[src/rtl/bcp_pkg.sv]
// constants, codes and state encoding for the boot command packet parser
// assumes a byte-wide receive and transmit stream on the same clock
`default_nettype none
package bcp_pkg;
  // framing bytes
  localparam logic [7:0] COMMAND_START_BYTE = 8'h01;
  localparam logic [7:0] DATA_START_BYTE = 8'h81;
  localparam logic [7:0] PACKET_END_BYTE = 8'h03;
  localparam logic [7:0] ZERO_BYTE = 8'h00;

  // general length range: code byte plus 0..255 parameter bytes
  localparam logic [15:0] LEN_MIN = 16'h0001;
  localparam logic [15:0] LEN_MAX = 16'h0100;
  localparam logic [15:0] LEN_ONE = 16'h0001;

  // command codes
  localparam int NUM_CODES = 20;
  localparam logic [7:0] CODE_INQUIRY = 8'h00;
  localparam logic [7:0] CODE_ERASE = 8'h12;
  localparam logic [7:0] CODE_WRITE = 8'h13;
  localparam logic [7:0] CODE_READ = 8'h15;
  localparam logic [7:0] CODE_CRC = 8'h18;
  localparam logic [7:0] CODE_KEY_SET = 8'h28;
  localparam logic [7:0] CODE_KEY_VERIFY = 8'h29;
  localparam logic [7:0] CODE_USER_KEY_SET = 8'h2A;
  localparam logic [7:0] CODE_USER_KEY_VERIFY = 8'h2B;
  localparam logic [7:0] CODE_LIFECYCLE_REQ = 8'h2C;
  localparam logic [7:0] CODE_AUTH = 8'h30;
  localparam logic [7:0] CODE_BAUD = 8'h34;
  localparam logic [7:0] CODE_SIGNATURE = 8'h3A;
  localparam logic [7:0] CODE_AREA_INFO = 8'h3B;
  localparam logic [7:0] CODE_BOUNDARY_SET = 8'h4E;
  localparam logic [7:0] CODE_BOUNDARY_REQ = 8'h4F;
  localparam logic [7:0] CODE_INITIALIZE = 8'h50;
  localparam logic [7:0] CODE_PARAM_SET = 8'h51;
  localparam logic [7:0] CODE_PARAM_REQ = 8'h52;
  localparam logic [7:0] CODE_LIFECYCLE_MOVE = 8'h71;

  // code table; user key entries are marked in the mask below
  localparam logic [7:0] CODE_TABLE [NUM_CODES] = '{
    CODE_INQUIRY, CODE_ERASE, CODE_WRITE, CODE_READ, CODE_CRC,
    CODE_KEY_SET, CODE_KEY_VERIFY, CODE_USER_KEY_SET, CODE_USER_KEY_VERIFY,
    CODE_LIFECYCLE_REQ, CODE_AUTH, CODE_BAUD, CODE_SIGNATURE, CODE_AREA_INFO,
    CODE_BOUNDARY_SET, CODE_BOUNDARY_REQ, CODE_INITIALIZE, CODE_PARAM_SET,
    CODE_PARAM_REQ, CODE_LIFECYCLE_MOVE};
  localparam logic [NUM_CODES-1:0] USER_KEY_MASK = 20'h00180;

  // exact lengths of commands whose length is fixed
  localparam logic [15:0] LEN_INQUIRY = 16'h0001;
  localparam logic [15:0] LEN_INITIALIZE = 16'h0003;

  // error response: response code is the command code with this bit set
  localparam logic [7:0] RES_ERROR_FLAG = 8'h80;
  localparam logic [7:0] ERR_PACKET = 8'hC1;
  localparam logic [7:0] ERR_CHECKSUM = 8'hC2;
  localparam logic [7:0] ERR_UNSUPPORTED = 8'hC3;
  localparam logic [15:0] ERR_RESP_LEN = 16'h0002;

  // error packet byte positions
  localparam logic [2:0] TX_POS_START = 3'h0;
  localparam logic [2:0] TX_POS_LEN_H = 3'h1;
  localparam logic [2:0] TX_POS_LEN_L = 3'h2;
  localparam logic [2:0] TX_POS_RES = 3'h3;
  localparam logic [2:0] TX_POS_STS = 3'h4;
  localparam logic [2:0] TX_POS_SUM = 3'h5;
  localparam logic [2:0] TX_POS_END = 3'h6;

  // buffer shape
  localparam int BUF_WIDTH = 8;
  localparam int BUF_DEPTH = 2;
  localparam int PARAM_DEPTH = 256;

  typedef enum logic [3:0] {
    ST_HUNT = 4'h0,
    ST_LEN_H = 4'h1,
    ST_LEN_L = 4'h2,
    ST_CODE = 4'h3,
    ST_PARAM = 4'h4,
    ST_SUM = 4'h5,
    ST_END = 4'h6,
    ST_CHECK = 4'h7,
    ST_DISPATCH = 4'h8,
    ST_SEND = 4'h9
  } bcp_state_type;
endpackage
`default_nettype wire

[src/rtl/bcp_buf.sv]
// two-entry valid/ready buffer held in flip-flops
// assumes both sides run on clk_i; drain side may stall at will
`default_nettype none
module bcp_buf #(
  parameter int WIDTH = 8,
  parameter int DEPTH = 2
) (
  // clock and reset
  input wire logic clk_i,
  input wire logic reset_n_i,
  // fill side
  input wire logic in_valid_i,
  output logic in_ready_o,
  input wire logic [WIDTH-1:0] in_data_i,
  // drain side
  output logic out_valid_o,
  input wire logic out_ready_i,
  output logic [WIDTH-1:0] out_data_o
);
  localparam int AW = (DEPTH > 1) ? $clog2(DEPTH) : 1;
  localparam logic [AW:0] FULL_COUNT = (AW+1)'(DEPTH);

  logic [WIDTH-1:0] mem_r [DEPTH];
  logic [AW-1:0] wr_ptr_r;
  logic [AW-1:0] rd_ptr_r;
  logic [AW:0] count_r;
  wire push = in_valid_i && in_ready_o;
  wire pop = out_valid_o && out_ready_i;
  wire [AW-1:0] wr_next = (wr_ptr_r == AW'(DEPTH - 1)) ? '0 : wr_ptr_r + AW'(1);
  wire [AW-1:0] rd_next = (rd_ptr_r == AW'(DEPTH - 1)) ? '0 : rd_ptr_r + AW'(1);

  // honest flags from the occupancy count
  assign in_ready_o = (count_r != FULL_COUNT);
  assign out_valid_o = (count_r != '0);
  assign out_data_o = mem_r[rd_ptr_r];

  // storage, one write port per entry
  for (genvar e = 0; e < DEPTH; e++) begin : g_entry
    always_ff @(posedge clk_i or negedge reset_n_i) begin
      if (!reset_n_i) begin
        mem_r[e] <= '0;
      end else if (push && wr_ptr_r == AW'(e)) begin
        mem_r[e] <= in_data_i;
      end
    end
  end

  // pointers and occupancy
  always_ff @(posedge clk_i or negedge reset_n_i) begin
    if (!reset_n_i) begin
      wr_ptr_r <= '0;
      rd_ptr_r <= '0;
      count_r <= '0;
    end else begin
      if (push) wr_ptr_r <= wr_next;
      if (pop) rd_ptr_r <= rd_next;
      if (push && !pop) count_r <= count_r + (AW+1)'(1);
      else if (pop && !push) count_r <= count_r - (AW+1)'(1);
    end
  end
endmodule
`default_nettype wire

[src/rtl/bcp_parser.sv]
// boot command packet parser: frames, checks and dispatches host commands
// assumes a byte receiver and transmitter on clk_i with valid/ready handshakes
//
// Contract
// RL1: command packet is start 0x01, length high/low, code, 0-255 params, sum, end.
// RL2: length, code, params and checksum byte add to zero modulo 256.
// RL3: answers go in data packets: 0x81, length, response code, data, sum, 0x03.
// RL4: while waiting, drop every byte until the command start byte arrives.
// RL5: missing end byte in final position gives a packet error answer.
// RL6: bad checksum gives a checksum error answer.
// RL7: length outside the general format range gives a packet error answer.
// RL8: unknown command code gives an unsupported command answer.
// RL9: length not matching the command's exact length gives a packet error.
// RL10: after any analysis error, no processing; return to hunting for start.
// RL11: dispatch only after all analysis checks pass.
// RL12: after a command completes, stay ready for the next command packet.
// RL13: inquiry is code 0x00 with length 0x01, no params, checksum 0xFF.
// RL14: code 0x3B is the area information request.
// RL15: code 0x18 is the memory area cyclic redundancy check.
// RL16: code 0x2C returns the current lifecycle state.
// RL17: code 0x71 moves between lifecycle states.
// RL18: user key codes 0x2A and 0x2B exist only on the first variant.
// RL19: erase 0x12, write 0x13, read 0x15.
// RL20: authentication 0x30, baud 0x34, key set 0x28, verify 0x29, signature 0x3A, init 0x50.
// RL21: parameter setting 0x51 and parameter request 0x52.
// RL22: boundary setting 0x4E and boundary request 0x4F.
// RL23: each error answer is a data packet whose response code names the error; the code sets 0x80 on the command code and names the error in the status byte.
`default_nettype none
module bcp_parser #(
  parameter bit USER_KEYS_PRESENT = 1'b1
) (
  // clock and reset
  input wire logic clk_i,
  input wire logic reset_n_i,
  // received byte stream
  input wire logic rx_valid_i,
  output logic rx_ready_o,
  input wire logic [7:0] rx_data_i,
  // transmitted response byte stream
  output logic tx_valid_o,
  input wire logic tx_ready_i,
  output logic [7:0] tx_data_o,
  // command dispatch
  output logic cmd_valid_o,
  input wire logic cmd_ready_i,
  output logic [7:0] cmd_code_o,
  output logic [15:0] cmd_len_o,
  // parameter readout
  input wire logic [7:0] param_idx_i,
  output logic [7:0] param_data_o,
  // status
  output logic frame_busy_o
);
  localparam int NC = bcp_pkg::NUM_CODES;

  // sequencer state
  bcp_pkg::bcp_state_type state_r;
  bcp_pkg::bcp_state_type state_nxt;

  // captured header and running sum
  logic [15:0] len_r;
  logic [7:0] code_r;
  logic [7:0] sum_r;

  // payload count and end verdict
  logic [15:0] pcount_r;
  logic end_ok_r;

  // error status and answer position
  logic [7:0] err_sts_r;
  logic [2:0] tx_pos_r;

  // parameter store and readout flop
  logic [7:0] params_r [bcp_pkg::PARAM_DEPTH];
  logic [7:0] param_data_r;

  // byte acceptance
  wire rx_take = rx_valid_i && rx_ready_o;
  // the start byte stays out of the sum
  wire [7:0] sum_add = sum_r + rx_data_i;

  // payload bookkeeping
  // a zero length carries no parameters
  wire [15:0] param_total = (len_r == 16'h0000) ? 16'h0000 : len_r - bcp_pkg::LEN_ONE;
  wire params_done = (pcount_r == param_total);
  wire param_store = rx_take && (state_r == bcp_pkg::ST_PARAM) && (pcount_r[15:8] == '0);

  // code decode, one comparator per table entry
  // an unknown code misses every entry
  logic [NC-1:0] code_hit;
  for (genvar c = 0; c < NC; c++) begin : g_code
    // user key entries vanish on the second variant
    assign code_hit[c] = (code_r == bcp_pkg::CODE_TABLE[c]) &&
                         (USER_KEYS_PRESENT || !bcp_pkg::USER_KEY_MASK[c]); // see RL18
  end
  // see RL14 see RL15 see RL16 see RL17 see RL19 see RL20 see RL21 see RL22
  wire code_known = |code_hit;

  // per-command exact length; zero means the length is not fixed here
  // only inquiry and initialize are fixed
  wire [15:0] exact_len = (code_r == bcp_pkg::CODE_INQUIRY) ? bcp_pkg::LEN_INQUIRY : // see RL13
                          (code_r == bcp_pkg::CODE_INITIALIZE) ? bcp_pkg::LEN_INITIALIZE :
                          16'h0000;

  // analysis checks, in protocol order
  // the sum holds the checksum byte, so zero is good
  wire chk_end_bad = !end_ok_r; // see RL5
  wire chk_sum_bad = (sum_r != bcp_pkg::ZERO_BYTE); // see RL2 see RL6
  wire chk_len_bad = (len_r < bcp_pkg::LEN_MIN) || (len_r > bcp_pkg::LEN_MAX); // see RL7
  wire chk_code_bad = !code_known; // see RL8
  wire chk_exact_bad = (exact_len != 16'h0000) && (len_r != exact_len); // see RL9
  wire any_err = chk_end_bad || chk_sum_bad || chk_len_bad || chk_code_bad || chk_exact_bad;

  // first failing check names the status
  wire [7:0] err_sel = chk_end_bad ? bcp_pkg::ERR_PACKET :
                       chk_sum_bad ? bcp_pkg::ERR_CHECKSUM :
                       chk_len_bad ? bcp_pkg::ERR_PACKET :
                       chk_code_bad ? bcp_pkg::ERR_UNSUPPORTED :
                       bcp_pkg::ERR_PACKET;

  // error data packet fields
  // length: response code plus one status
  wire [7:0] res_byte = code_r | bcp_pkg::RES_ERROR_FLAG; // see RL23
  wire [7:0] resp_sum = 8'h00 - (bcp_pkg::ERR_RESP_LEN[15:8] + bcp_pkg::ERR_RESP_LEN[7:0] +
                                 res_byte + err_sts_r); // see RL2 see RL3
  logic [7:0] tx_byte;
  always_comb begin
    case (tx_pos_r)
      bcp_pkg::TX_POS_START: tx_byte = bcp_pkg::DATA_START_BYTE; // see RL3
      bcp_pkg::TX_POS_LEN_H: tx_byte = bcp_pkg::ERR_RESP_LEN[15:8];
      bcp_pkg::TX_POS_LEN_L: tx_byte = bcp_pkg::ERR_RESP_LEN[7:0];
      bcp_pkg::TX_POS_RES: tx_byte = res_byte;
      bcp_pkg::TX_POS_STS: tx_byte = err_sts_r;
      bcp_pkg::TX_POS_SUM: tx_byte = resp_sum;
      bcp_pkg::TX_POS_END: tx_byte = bcp_pkg::PACKET_END_BYTE;
      default: tx_byte = bcp_pkg::ZERO_BYTE;
    endcase
  end

  // response buffer: a stalled transmitter stalls the sender
  // two entries let the sender run ahead
  wire send_active = (state_r == bcp_pkg::ST_SEND);
  wire buf_ready;
  wire tx_push = send_active && buf_ready;
  // hunting resumes once the end byte is queued
  wire tx_last = tx_push && (tx_pos_r == bcp_pkg::TX_POS_END);

  bcp_buf #(
    .WIDTH(bcp_pkg::BUF_WIDTH),
    .DEPTH(bcp_pkg::BUF_DEPTH)
  ) u_resp_buf (
    .clk_i(clk_i),
    .reset_n_i(reset_n_i),
    .in_valid_i(send_active),
    .in_ready_o(buf_ready),
    .in_data_i(tx_byte),
    .out_valid_o(tx_valid_o),
    .out_ready_i(tx_ready_i),
    .out_data_o(tx_data_o)
  );

  // receive stalls while checking, dispatching or answering
  // one packet at a time keeps the header stable
  assign rx_ready_o = (state_r != bcp_pkg::ST_CHECK) && (state_r != bcp_pkg::ST_DISPATCH) &&
                      (state_r != bcp_pkg::ST_SEND);

  // dispatch fields stand until taken
  assign cmd_valid_o = (state_r == bcp_pkg::ST_DISPATCH);
  assign cmd_code_o = code_r;
  assign cmd_len_o = len_r;

  // readout and status
  assign param_data_o = param_data_r;
  assign frame_busy_o = (state_r != bcp_pkg::ST_HUNT);

  // packet framing and analysis sequence
  always_comb begin
    state_nxt = state_r;
    case (state_r)
      // drop all but the start byte
      bcp_pkg::ST_HUNT: begin
        if (rx_take && rx_data_i == bcp_pkg::COMMAND_START_BYTE) begin
          state_nxt = bcp_pkg::ST_LEN_H; // see RL4 see RL1
        end
      end
      // length, high byte first
      bcp_pkg::ST_LEN_H: begin
        if (rx_take) begin
          state_nxt = bcp_pkg::ST_LEN_L;
        end
      end
      // low byte completes the length
      bcp_pkg::ST_LEN_L: begin
        if (rx_take) begin
          state_nxt = bcp_pkg::ST_CODE;
        end
      end
      // no parameters: straight to the sum
      bcp_pkg::ST_CODE: begin
        if (rx_take) begin
          state_nxt = params_done ? bcp_pkg::ST_SUM : bcp_pkg::ST_PARAM;
        end
      end
      // last parameter moves on
      bcp_pkg::ST_PARAM: begin
        if (rx_take && (pcount_r + 16'h0001) == param_total) begin
          state_nxt = bcp_pkg::ST_SUM;
        end
      end
      // checksum byte
      bcp_pkg::ST_SUM: begin
        if (rx_take) begin
          state_nxt = bcp_pkg::ST_END;
        end
      end
      // end byte closes the frame
      bcp_pkg::ST_END: begin
        if (rx_take) begin
          state_nxt = bcp_pkg::ST_CHECK;
        end
      end
      // one cycle of analysis
      bcp_pkg::ST_CHECK: begin
        state_nxt = any_err ? bcp_pkg::ST_SEND : bcp_pkg::ST_DISPATCH; // see RL11 see RL10
      end
      // hold until the processor takes it
      bcp_pkg::ST_DISPATCH: begin
        if (cmd_ready_i) begin
          state_nxt = bcp_pkg::ST_HUNT; // see RL12
        end
      end
      // answer the error, then hunt
      bcp_pkg::ST_SEND: begin
        if (tx_last) begin
          state_nxt = bcp_pkg::ST_HUNT; // see RL10
        end
      end
      // stray codes fall back to hunting
      default: begin
        state_nxt = bcp_pkg::ST_HUNT;
      end
    endcase
  end

  // state register
  // reset lands in hunting
  always_ff @(posedge clk_i or negedge reset_n_i) begin
    if (!reset_n_i) begin
      state_r <= bcp_pkg::ST_HUNT;
    end else begin
      state_r <= state_nxt;
    end
  end

  // header fields and running checksum
  always_ff @(posedge clk_i or negedge reset_n_i) begin
    if (!reset_n_i) begin
      len_r <= '0;
      code_r <= '0;
      sum_r <= '0;
      end_ok_r <= 1'b0;
    end else if (rx_take) begin
      case (state_r)
        // a start byte clears the sum
        bcp_pkg::ST_HUNT: begin
          sum_r <= bcp_pkg::ZERO_BYTE;
        end
        // high length byte first
        bcp_pkg::ST_LEN_H: begin
          len_r[15:8] <= rx_data_i;
          sum_r <= sum_add;
        end
        bcp_pkg::ST_LEN_L: begin
          len_r[7:0] <= rx_data_i;
          sum_r <= sum_add;
        end
        bcp_pkg::ST_CODE: begin
          code_r <= rx_data_i;
          sum_r <= sum_add;
        end
        bcp_pkg::ST_PARAM, bcp_pkg::ST_SUM: begin
          sum_r <= sum_add; // see RL2
        end
        // keep the end verdict for the check
        bcp_pkg::ST_END: begin
          end_ok_r <= (rx_data_i == bcp_pkg::PACKET_END_BYTE); // see RL5
        end
        default: begin
          sum_r <= sum_r;
        end
      endcase
    end
  end

  // parameter counter
  // counts past the store so long frames still end
  always_ff @(posedge clk_i or negedge reset_n_i) begin
    if (!reset_n_i) begin
      pcount_r <= '0;
    end else if (state_r == bcp_pkg::ST_HUNT) begin
      pcount_r <= '0;
    end else if (rx_take && state_r == bcp_pkg::ST_PARAM) begin
      pcount_r <= pcount_r + 16'h0001;
    end
  end

  // parameter storage, one entry per index
  // bytes past the last entry are not kept
  for (genvar p = 0; p < bcp_pkg::PARAM_DEPTH; p++) begin : g_param
    always_ff @(posedge clk_i or negedge reset_n_i) begin
      if (!reset_n_i) begin
        params_r[p] <= '0;
      end else if (param_store && pcount_r[7:0] == 8'(p)) begin
        params_r[p] <= rx_data_i;
      end
    end
  end

  // registered parameter readout
  // data follows the index by one cycle
  always_ff @(posedge clk_i or negedge reset_n_i) begin
    if (!reset_n_i) begin
      param_data_r <= '0;
    end else begin
      param_data_r <= params_r[param_idx_i];
    end
  end

  // error status latch and response byte position
  // status stays frozen for the whole answer
  always_ff @(posedge clk_i or negedge reset_n_i) begin
    if (!reset_n_i) begin
      err_sts_r <= '0;
      tx_pos_r <= bcp_pkg::TX_POS_START;
    end else if (state_r == bcp_pkg::ST_CHECK) begin
      err_sts_r <= err_sel; // see RL23
      tx_pos_r <= bcp_pkg::TX_POS_START;
    end else if (tx_push) begin
      // each queued byte steps the position
      tx_pos_r <= tx_pos_r + 3'h1;
    end
  end
endmodule
`default_nettype wire

[config.mk]
export PLATFORM = sky130hd
export DESIGN_NAME = bcp_parser
export DESIGN_NICKNAME = d
export VERILOG_FILES = /design/src/rtl/bcp_pkg.sv /design/src/rtl/bcp_buf.sv /design/src/rtl/bcp_parser.sv
export SDC_FILE = /design/constraint.sdc
export NUM_CORES = 2
export LEC_CHECK = 0
export BUFFER_PORTS_ARGS = -buffer_cell sky130_fd_sc_hd__buf_2
export CORE_UTILIZATION = 45
export CTS_BUF_LIST = sky130_fd_sc_hd__clkbuf_8 sky130_fd_sc_hd__clkbuf_16
export CTS_CLUSTER_DIAMETER = 150
export DETAILED_ROUTE_END_ITERATION = 6
export PLACE_DENSITY_LB_ADDON = 0.08
export SLEW_MARGIN = 20
export SYNTH_ARGS = -nofsm -noshare
export SYNTH_HDL_FRONTEND = slang
export SYNTH_SLANG_ARGS = --single-unit
[constraint.sdc]
create_clock -name clk_i -period 2.73 [get_ports clk_i]
set_input_delay 0.1365 -clock clk_i [delete_from_list [all_inputs] [get_ports clk_i]]
set_output_delay 0.1365 -clock clk_i [all_outputs]
set_load 0.005 [all_outputs]
After elaboration in Yosys (flattened, before gate mapping). Cells that the tools add are included. Widths: inputs -> output; s select.

Add/sub/neg operators: 11. $mul: 0. Div/mod/pow operators: 0. $lt $le $gt $ge: 4. Equal/unequal tests: 306. Shifts and indexed selects: 0. Multiplexer cells: 35. Bitwise logic cells: 3. Reduce and logical (&&, ||, !) cells: 302.

Operator list (number): $eq 8x8->1 const B (128); $eq 8x7->1 const B (70); $eq 8x6->1 const B (41); $logic_and 1x1->1 (271); $eq 8x5->1 const B (20); $bmux 8 s8 (1); $eq 8x4->1 const B (8); $mux 16 (3); $pmux 8 s6 (1); $mux 8 (5); $pmux 4 s10 (1); $mux 4 (9); $eq 16x16->1 (2); $eq 8x3->1 const B (4); $eq 8x2->1 const B (3); $logic_not 8->1 (3); $reduce_or 20->1 (1); $ne 2x2->1 const B (9); $add 16x1->16 const B (1); $add 8x8->8 (2); $eq 4x3->1 const B (4); $eq 8x1->1 const B (2); $gt 16x9->1 const B (1); $logic_not 16->1 (1); other kinds (37) (70).

Register bits: 2140. Latch bits: 0. Bits in writable memories: 0. Bits in read-only memories: 0. Input port bits: 21. Output and inout bits: 44. Word-level logic and storage cells: 932. Memories: 0.

Depth between registers and ports, before layout.
Word-level depth: 8. Depth in mapped cells: 12. Gate-level depth less buffers: 10.

Hierarchy. A second synthesis with hierarchy kept.

Cell total of the unflattened synthesis: 6168. Area total of the unflattened synthesis: 98544.5 sq um.

By module, submodules not included: bcp_parser (instances 1, cells each 6108, area an instance 97574.8 sq um, sequential area each 52925.8 sq um); bcp_buf (instances 1, cells each 60, area an instance 969.7 sq um, sequential area each 500.5 sq um).

Least setup slack after synthesis. Ideal clock, no wire load.

Path type: input port to flip-flop. Start point: input param_idx_i[0]. End point: register param_data_r[6] (netlist: param_data_o[6]). Setup time: 124 ps. Arrival time: 2911 ps. Required time: 2606 ps. Path slack: -305 ps. Cell stages on the path: 8. Path buffers: 3. Cell sequence: clkbuf_1 clkbuf_1 buf_1 mux4_2 mux4_2 mux4_2 a22oi_1 nand2_1.

Longest elaborated chain between the ends: 4.

Ends and longest elaborated chain: start, declared (RTL line bcp_parser.sv:49) `input wire logic [7:0] param_idx_i,`; $not 8->9 (implied by the code) (RTL line bcp_parser.sv:325) `param_data_r <= params_r[param_idx_i];`; $bmux 8 s8 (RTL line bcp_parser.sv:325); $mux 8 (implied by the code) (2 in series) (RTL line bcp_parser.sv:325); end signal, assigned (RTL line bcp_parser.sv:325); end, declared (RTL line bcp_parser.sv:75) `logic [7:0] param_data_r;`.

Every way passes these cells. The select of a mux whose other input is x is not followed. A chain may end at the register's enable or synchronous reset.

Final worst setup path.
Start point: register params_r[485] in the netlist's numbering. End point: register param_data_r[5] (netlist: param_data_o[5]).

Longest elaborated chain between the ends: 3.

Ends and longest elaborated chain: start, declared (RTL line bcp_parser.sv:74) `logic [7:0] params_r [bcp_pkg::PARAM_DEPTH];`; start signal, assigned by index (RTL line bcp_parser.sv:314) `params_r[p] <= rx_data_i;`; $bmux 8 s8 (RTL line bcp_parser.sv:325); $mux 8 (implied by the code) (2 in series) (RTL line bcp_parser.sv:325).

Every way passes these cells. The select of a mux whose other input is x is not followed.

==> impl_metrics.env <==
export IMPL_outcome="finished with violations"
export IMPL_violations="setup timing"
export IMPL_post_synth_cell_area_avg_sq_um=15.5
export IMPL_slowest_stage="mux4_2"
export IMPL_max_stage_delay_ns=0.63
export IMPL_start_util_pct=45.5
export IMPL_pin_count=65
export IMPL_h_tree_depth=4
export IMPL_route_detailed_drc=0
export IMPL_async_reset_ff_share_pct=100
export IMPL_grt_pass1_wl_mm=420
export IMPL_relSlewSlack_pct=17.9
export IMPL_timing_hold_ws_ns=0.0769
export IMPL_die_w_um=469
export IMPL_crit_required_ns=3.47
export IMPL_gp_congestion=0.851
export IMPL_io_buffers=64
export IMPL_core_sq_um=215000
export IMPL_fin_crit_ns=2.77
export IMPL_cp_common_cell="mux4_2"
export IMPL_cts_tree="built"
export IMPL_drv_slew=0
export IMPL_utilization_pct=54.1
export IMPL_seqCellArea_sq_um=53400
export IMPL_skew_ns=0.0309
export IMPL_p_leak_nw=56.0
export IMPL_nFillCells=17600
export IMPL_irDropWorstVdd_mv=0.550
export IMPL_wl_per_cell_um=28.0
export IMPL_antenna_found_initial=11
export IMPL_root_buffer="clkbuf_16"
export IMPL_fmax_ghz=0.361
export IMPL_syn_nets=6358
export IMPL_place_hpwl_mm=184
export IMPL_crit_path_start_kind="flop"
export IMPL_cts_max_path_buffers=3
export IMPL_yosysUniqueCellTypes=70
export IMPL_tightest_slew_ns=1.23
export IMPL_ys_flop_type="dfrtp_1"
export IMPL_clkLatencyLatePin_ns=0.87
export IMPL_critPathCaptureType="flop"
export IMPL_die_y_um=469
export IMPL_rsz0062_at_grt="true"
export IMPL_synthCells=6314
export IMPL_crit_type="reg -> reg"
export IMPL_yosysSeqAreaShare_pct=54.5
export IMPL_nets=6928
export IMPL_dr_pass1_iters=7
export IMPL_cts_sink_count=2135
export IMPL_grt_overflow_total=0
export IMPL_drtAntennaViolNets=0
export IMPL_holdCritPathClass="in -> reg"
export IMPL_ys_ff_latch=2135
export IMPL_powerDensity_nw_per_um2=619
export IMPL_drt_wl_total_mm=278
export IMPL_grt_pass1_vias=61200
export IMPL_drtIter0Drc=3668
export IMPL_drv_cap=0
export IMPL_layout_common_cells="dfrtp_1 (2135), mux2_2 (1952), mux4_2 (672)"
export IMPL_clkTransAtPathRegs_ns=0.06
export IMPL_vias=57700
export IMPL_yosysWarningCount=0
export IMPL_cp_arrival_ns=3.51
export IMPL_rows=170
export IMPL_die_area_sq_um=220000
export IMPL_hold_viol_final=0
export IMPL_final_common_cell="dfrtp_1"
export IMPL_syn_cell_area_sq_um=98000
export IMPL_grt_usage_pct=25.8
export IMPL_setup_viol=1
export IMPL_crit_chain="mux4_2 > mux4_2 > mux4_2 > a22oi_2 > buf_4 > nand2_2"
export IMPL_multiInputGateArea_sq_um=43000
export IMPL_synth_edff_count=0
export IMPL_drive_gt1_share_pct=54.9
export IMPL_critPathMaxFanout=2
export IMPL_power_mw=72.1
export IMPL_fin_ws_ns=-0.0420
export IMPL_numCtsBuffers=230
export IMPL_area_growth_pct=18.8
export IMPL_grt_max_degree=182
export IMPL_viasPerCell=5.82
export IMPL_min_period_over_period_pct=102
[stage by stage]
stage	instance area, sq um	setup TNS [ns]	cells	setup WS, ns
6_report	116000	-0.0420	9915	-0.0420
4_1_cts	116000	-0.0581	9908	-0.0354
3_3_place_gp	108000	-7.50	9473	-0.624
3_5_place_dp	108000	-6.15	9473	-0.658
5_1_grt	116000	-0.214	9913	-0.167
2_1_floorplan	98100	0	6314	0.0177
[cell type report]
class,instances,area share [%]
Antenna cell,5,0.0107
Clock buffer,301,5.81
Clock inverter,119,0.875
Inverter,20,0.0688
Multi-Input combinational cell,3680,36.9
Sequential cell,2135,45.9
Tap cell,2838,3.05
Timing Repair Buffer,817,7.40
[report_power, final]
group          internal (mW)  switching (mW)  leakage [nW]  total [mW]
Combinational           3.07            4.59          22.1        7.66
Clock                   18.7            13.0          4.08        31.8
Sequential              32.1           0.484          29.7        32.6
[cells by family after synthesis]
| group | Yosys count | share of synthesized area (%) |
|---|---|---|
| flip-flops | 2135 | 54.5 |
| AO/OA/AOI/OAI | 300 | 1.78 |
| AND/OR/NAND/NOR | 678 | 3.12 |
| multiplexers | 2625 | 37.9 |
| buffers and inverters | 499 | 1.94 |
| adder cells (fa/ha/maj) | 23 | 0.309 |
| XOR/XNOR | 54 | 0.482 |
[routing by layer]
metal  GRT usage, %  up-vias  part of all wire (%)
li1               -    24800                     -
met1           36.4    31500                    45
met2           41.7     1043                    48
met3           4.17      361                   4.2
met4           6.92        0                   2.7
met5              0        -                     0
[cell usage after synthesis (3+ instances only)]
cell type	instances	area share, %
a41oi_1	3	0.027
xnor2_1	37	0.33
xor2_1	17	0.15
ha_1	21	0.27
nand4_1	11	0.070
nor2b_1	12	0.077
nor3b_1	8	0.061
nor4_1	18	0.11
or2_2	4	0.026
nor4b_1	3	0.027
nor2_2	25	0.16
or4_1	7	0.054
or3_1	8	0.051
buf_6	3	0.034
buf_2	9	0.046
o21bai_1	3	0.023
and3_1	9	0.057
a22oi_1	16	0.12
a21oi_1	29	0.15
nor3_1	18	0.092
nand2_1	373	1.4
nor2_1	115	0.44
o21ai_0	187	0.95
and2_1	18	0.11
a21o_1	4	0.031
inv_1	20	0.077
o31ai_1	12	0.092
a22o_1	8	0.071
a211oi_1	4	0.031
nand2b_1	8	0.051
mux4_2	672	15
dfrtp_1	2135	54
mux2_2	1952	22
a31oi_1	6	0.038
o41ai_1	3	0.027
buf_1	63	0.24
nand3_1	25	0.13
o31a_1	3	0.027
clkbuf_1	404	1.5
[what timing repair did]
action	CTS	global route
setup buffers	0	0
setup endpoints to repair	295	1048
hold endpoints to repair	1823	51
pin swaps	2	5
hold buffers	16	1
gates resized for setup	22	62
[final timing paths]
check                      cells after the start                   to            from  slack (ns)
min in group asynchronous                      3  u_resp_buf.mem_r[2]       reset_n_i        0.15
max in group asynchronous                      3       params_r[1476]       reset_n_i        1.80
min                                            3        params_r[293]    rx_data_i[5]        0.08
max                                            6      param_data_o[5]   params_r[485]       -0.04
min reg2reg                                    2       params_r[1961]  params_r[1961]        0.47
max reg2reg                                    6      param_data_o[5]   params_r[485]       -0.04
[sequential cells by signal, indices dropped and copies added, names as in the netlist, 2 cells and up]
name,cells
sum_r,8
err_sts_r,3
cmd_len_o,16
pcount_r,16
u_resp_buf.mem_r,16
param_data_o,8
state_r,4
u_resp_buf.count_r,2
params_r,2048
cmd_code_o,8
tx_pos_r,3
[critical path: cells and delay by family, from the launching register on]
kind	cells	cell delay, ns
AND/OR/NAND/NOR	1	0.05
multiplexers	3	1.77
buffers and inverters	1	0.17
AO/OA/AOI/OAI	1	0.28
flip-flops	1	0.39
Note: power is estimated with default switching activity, not from simulation.
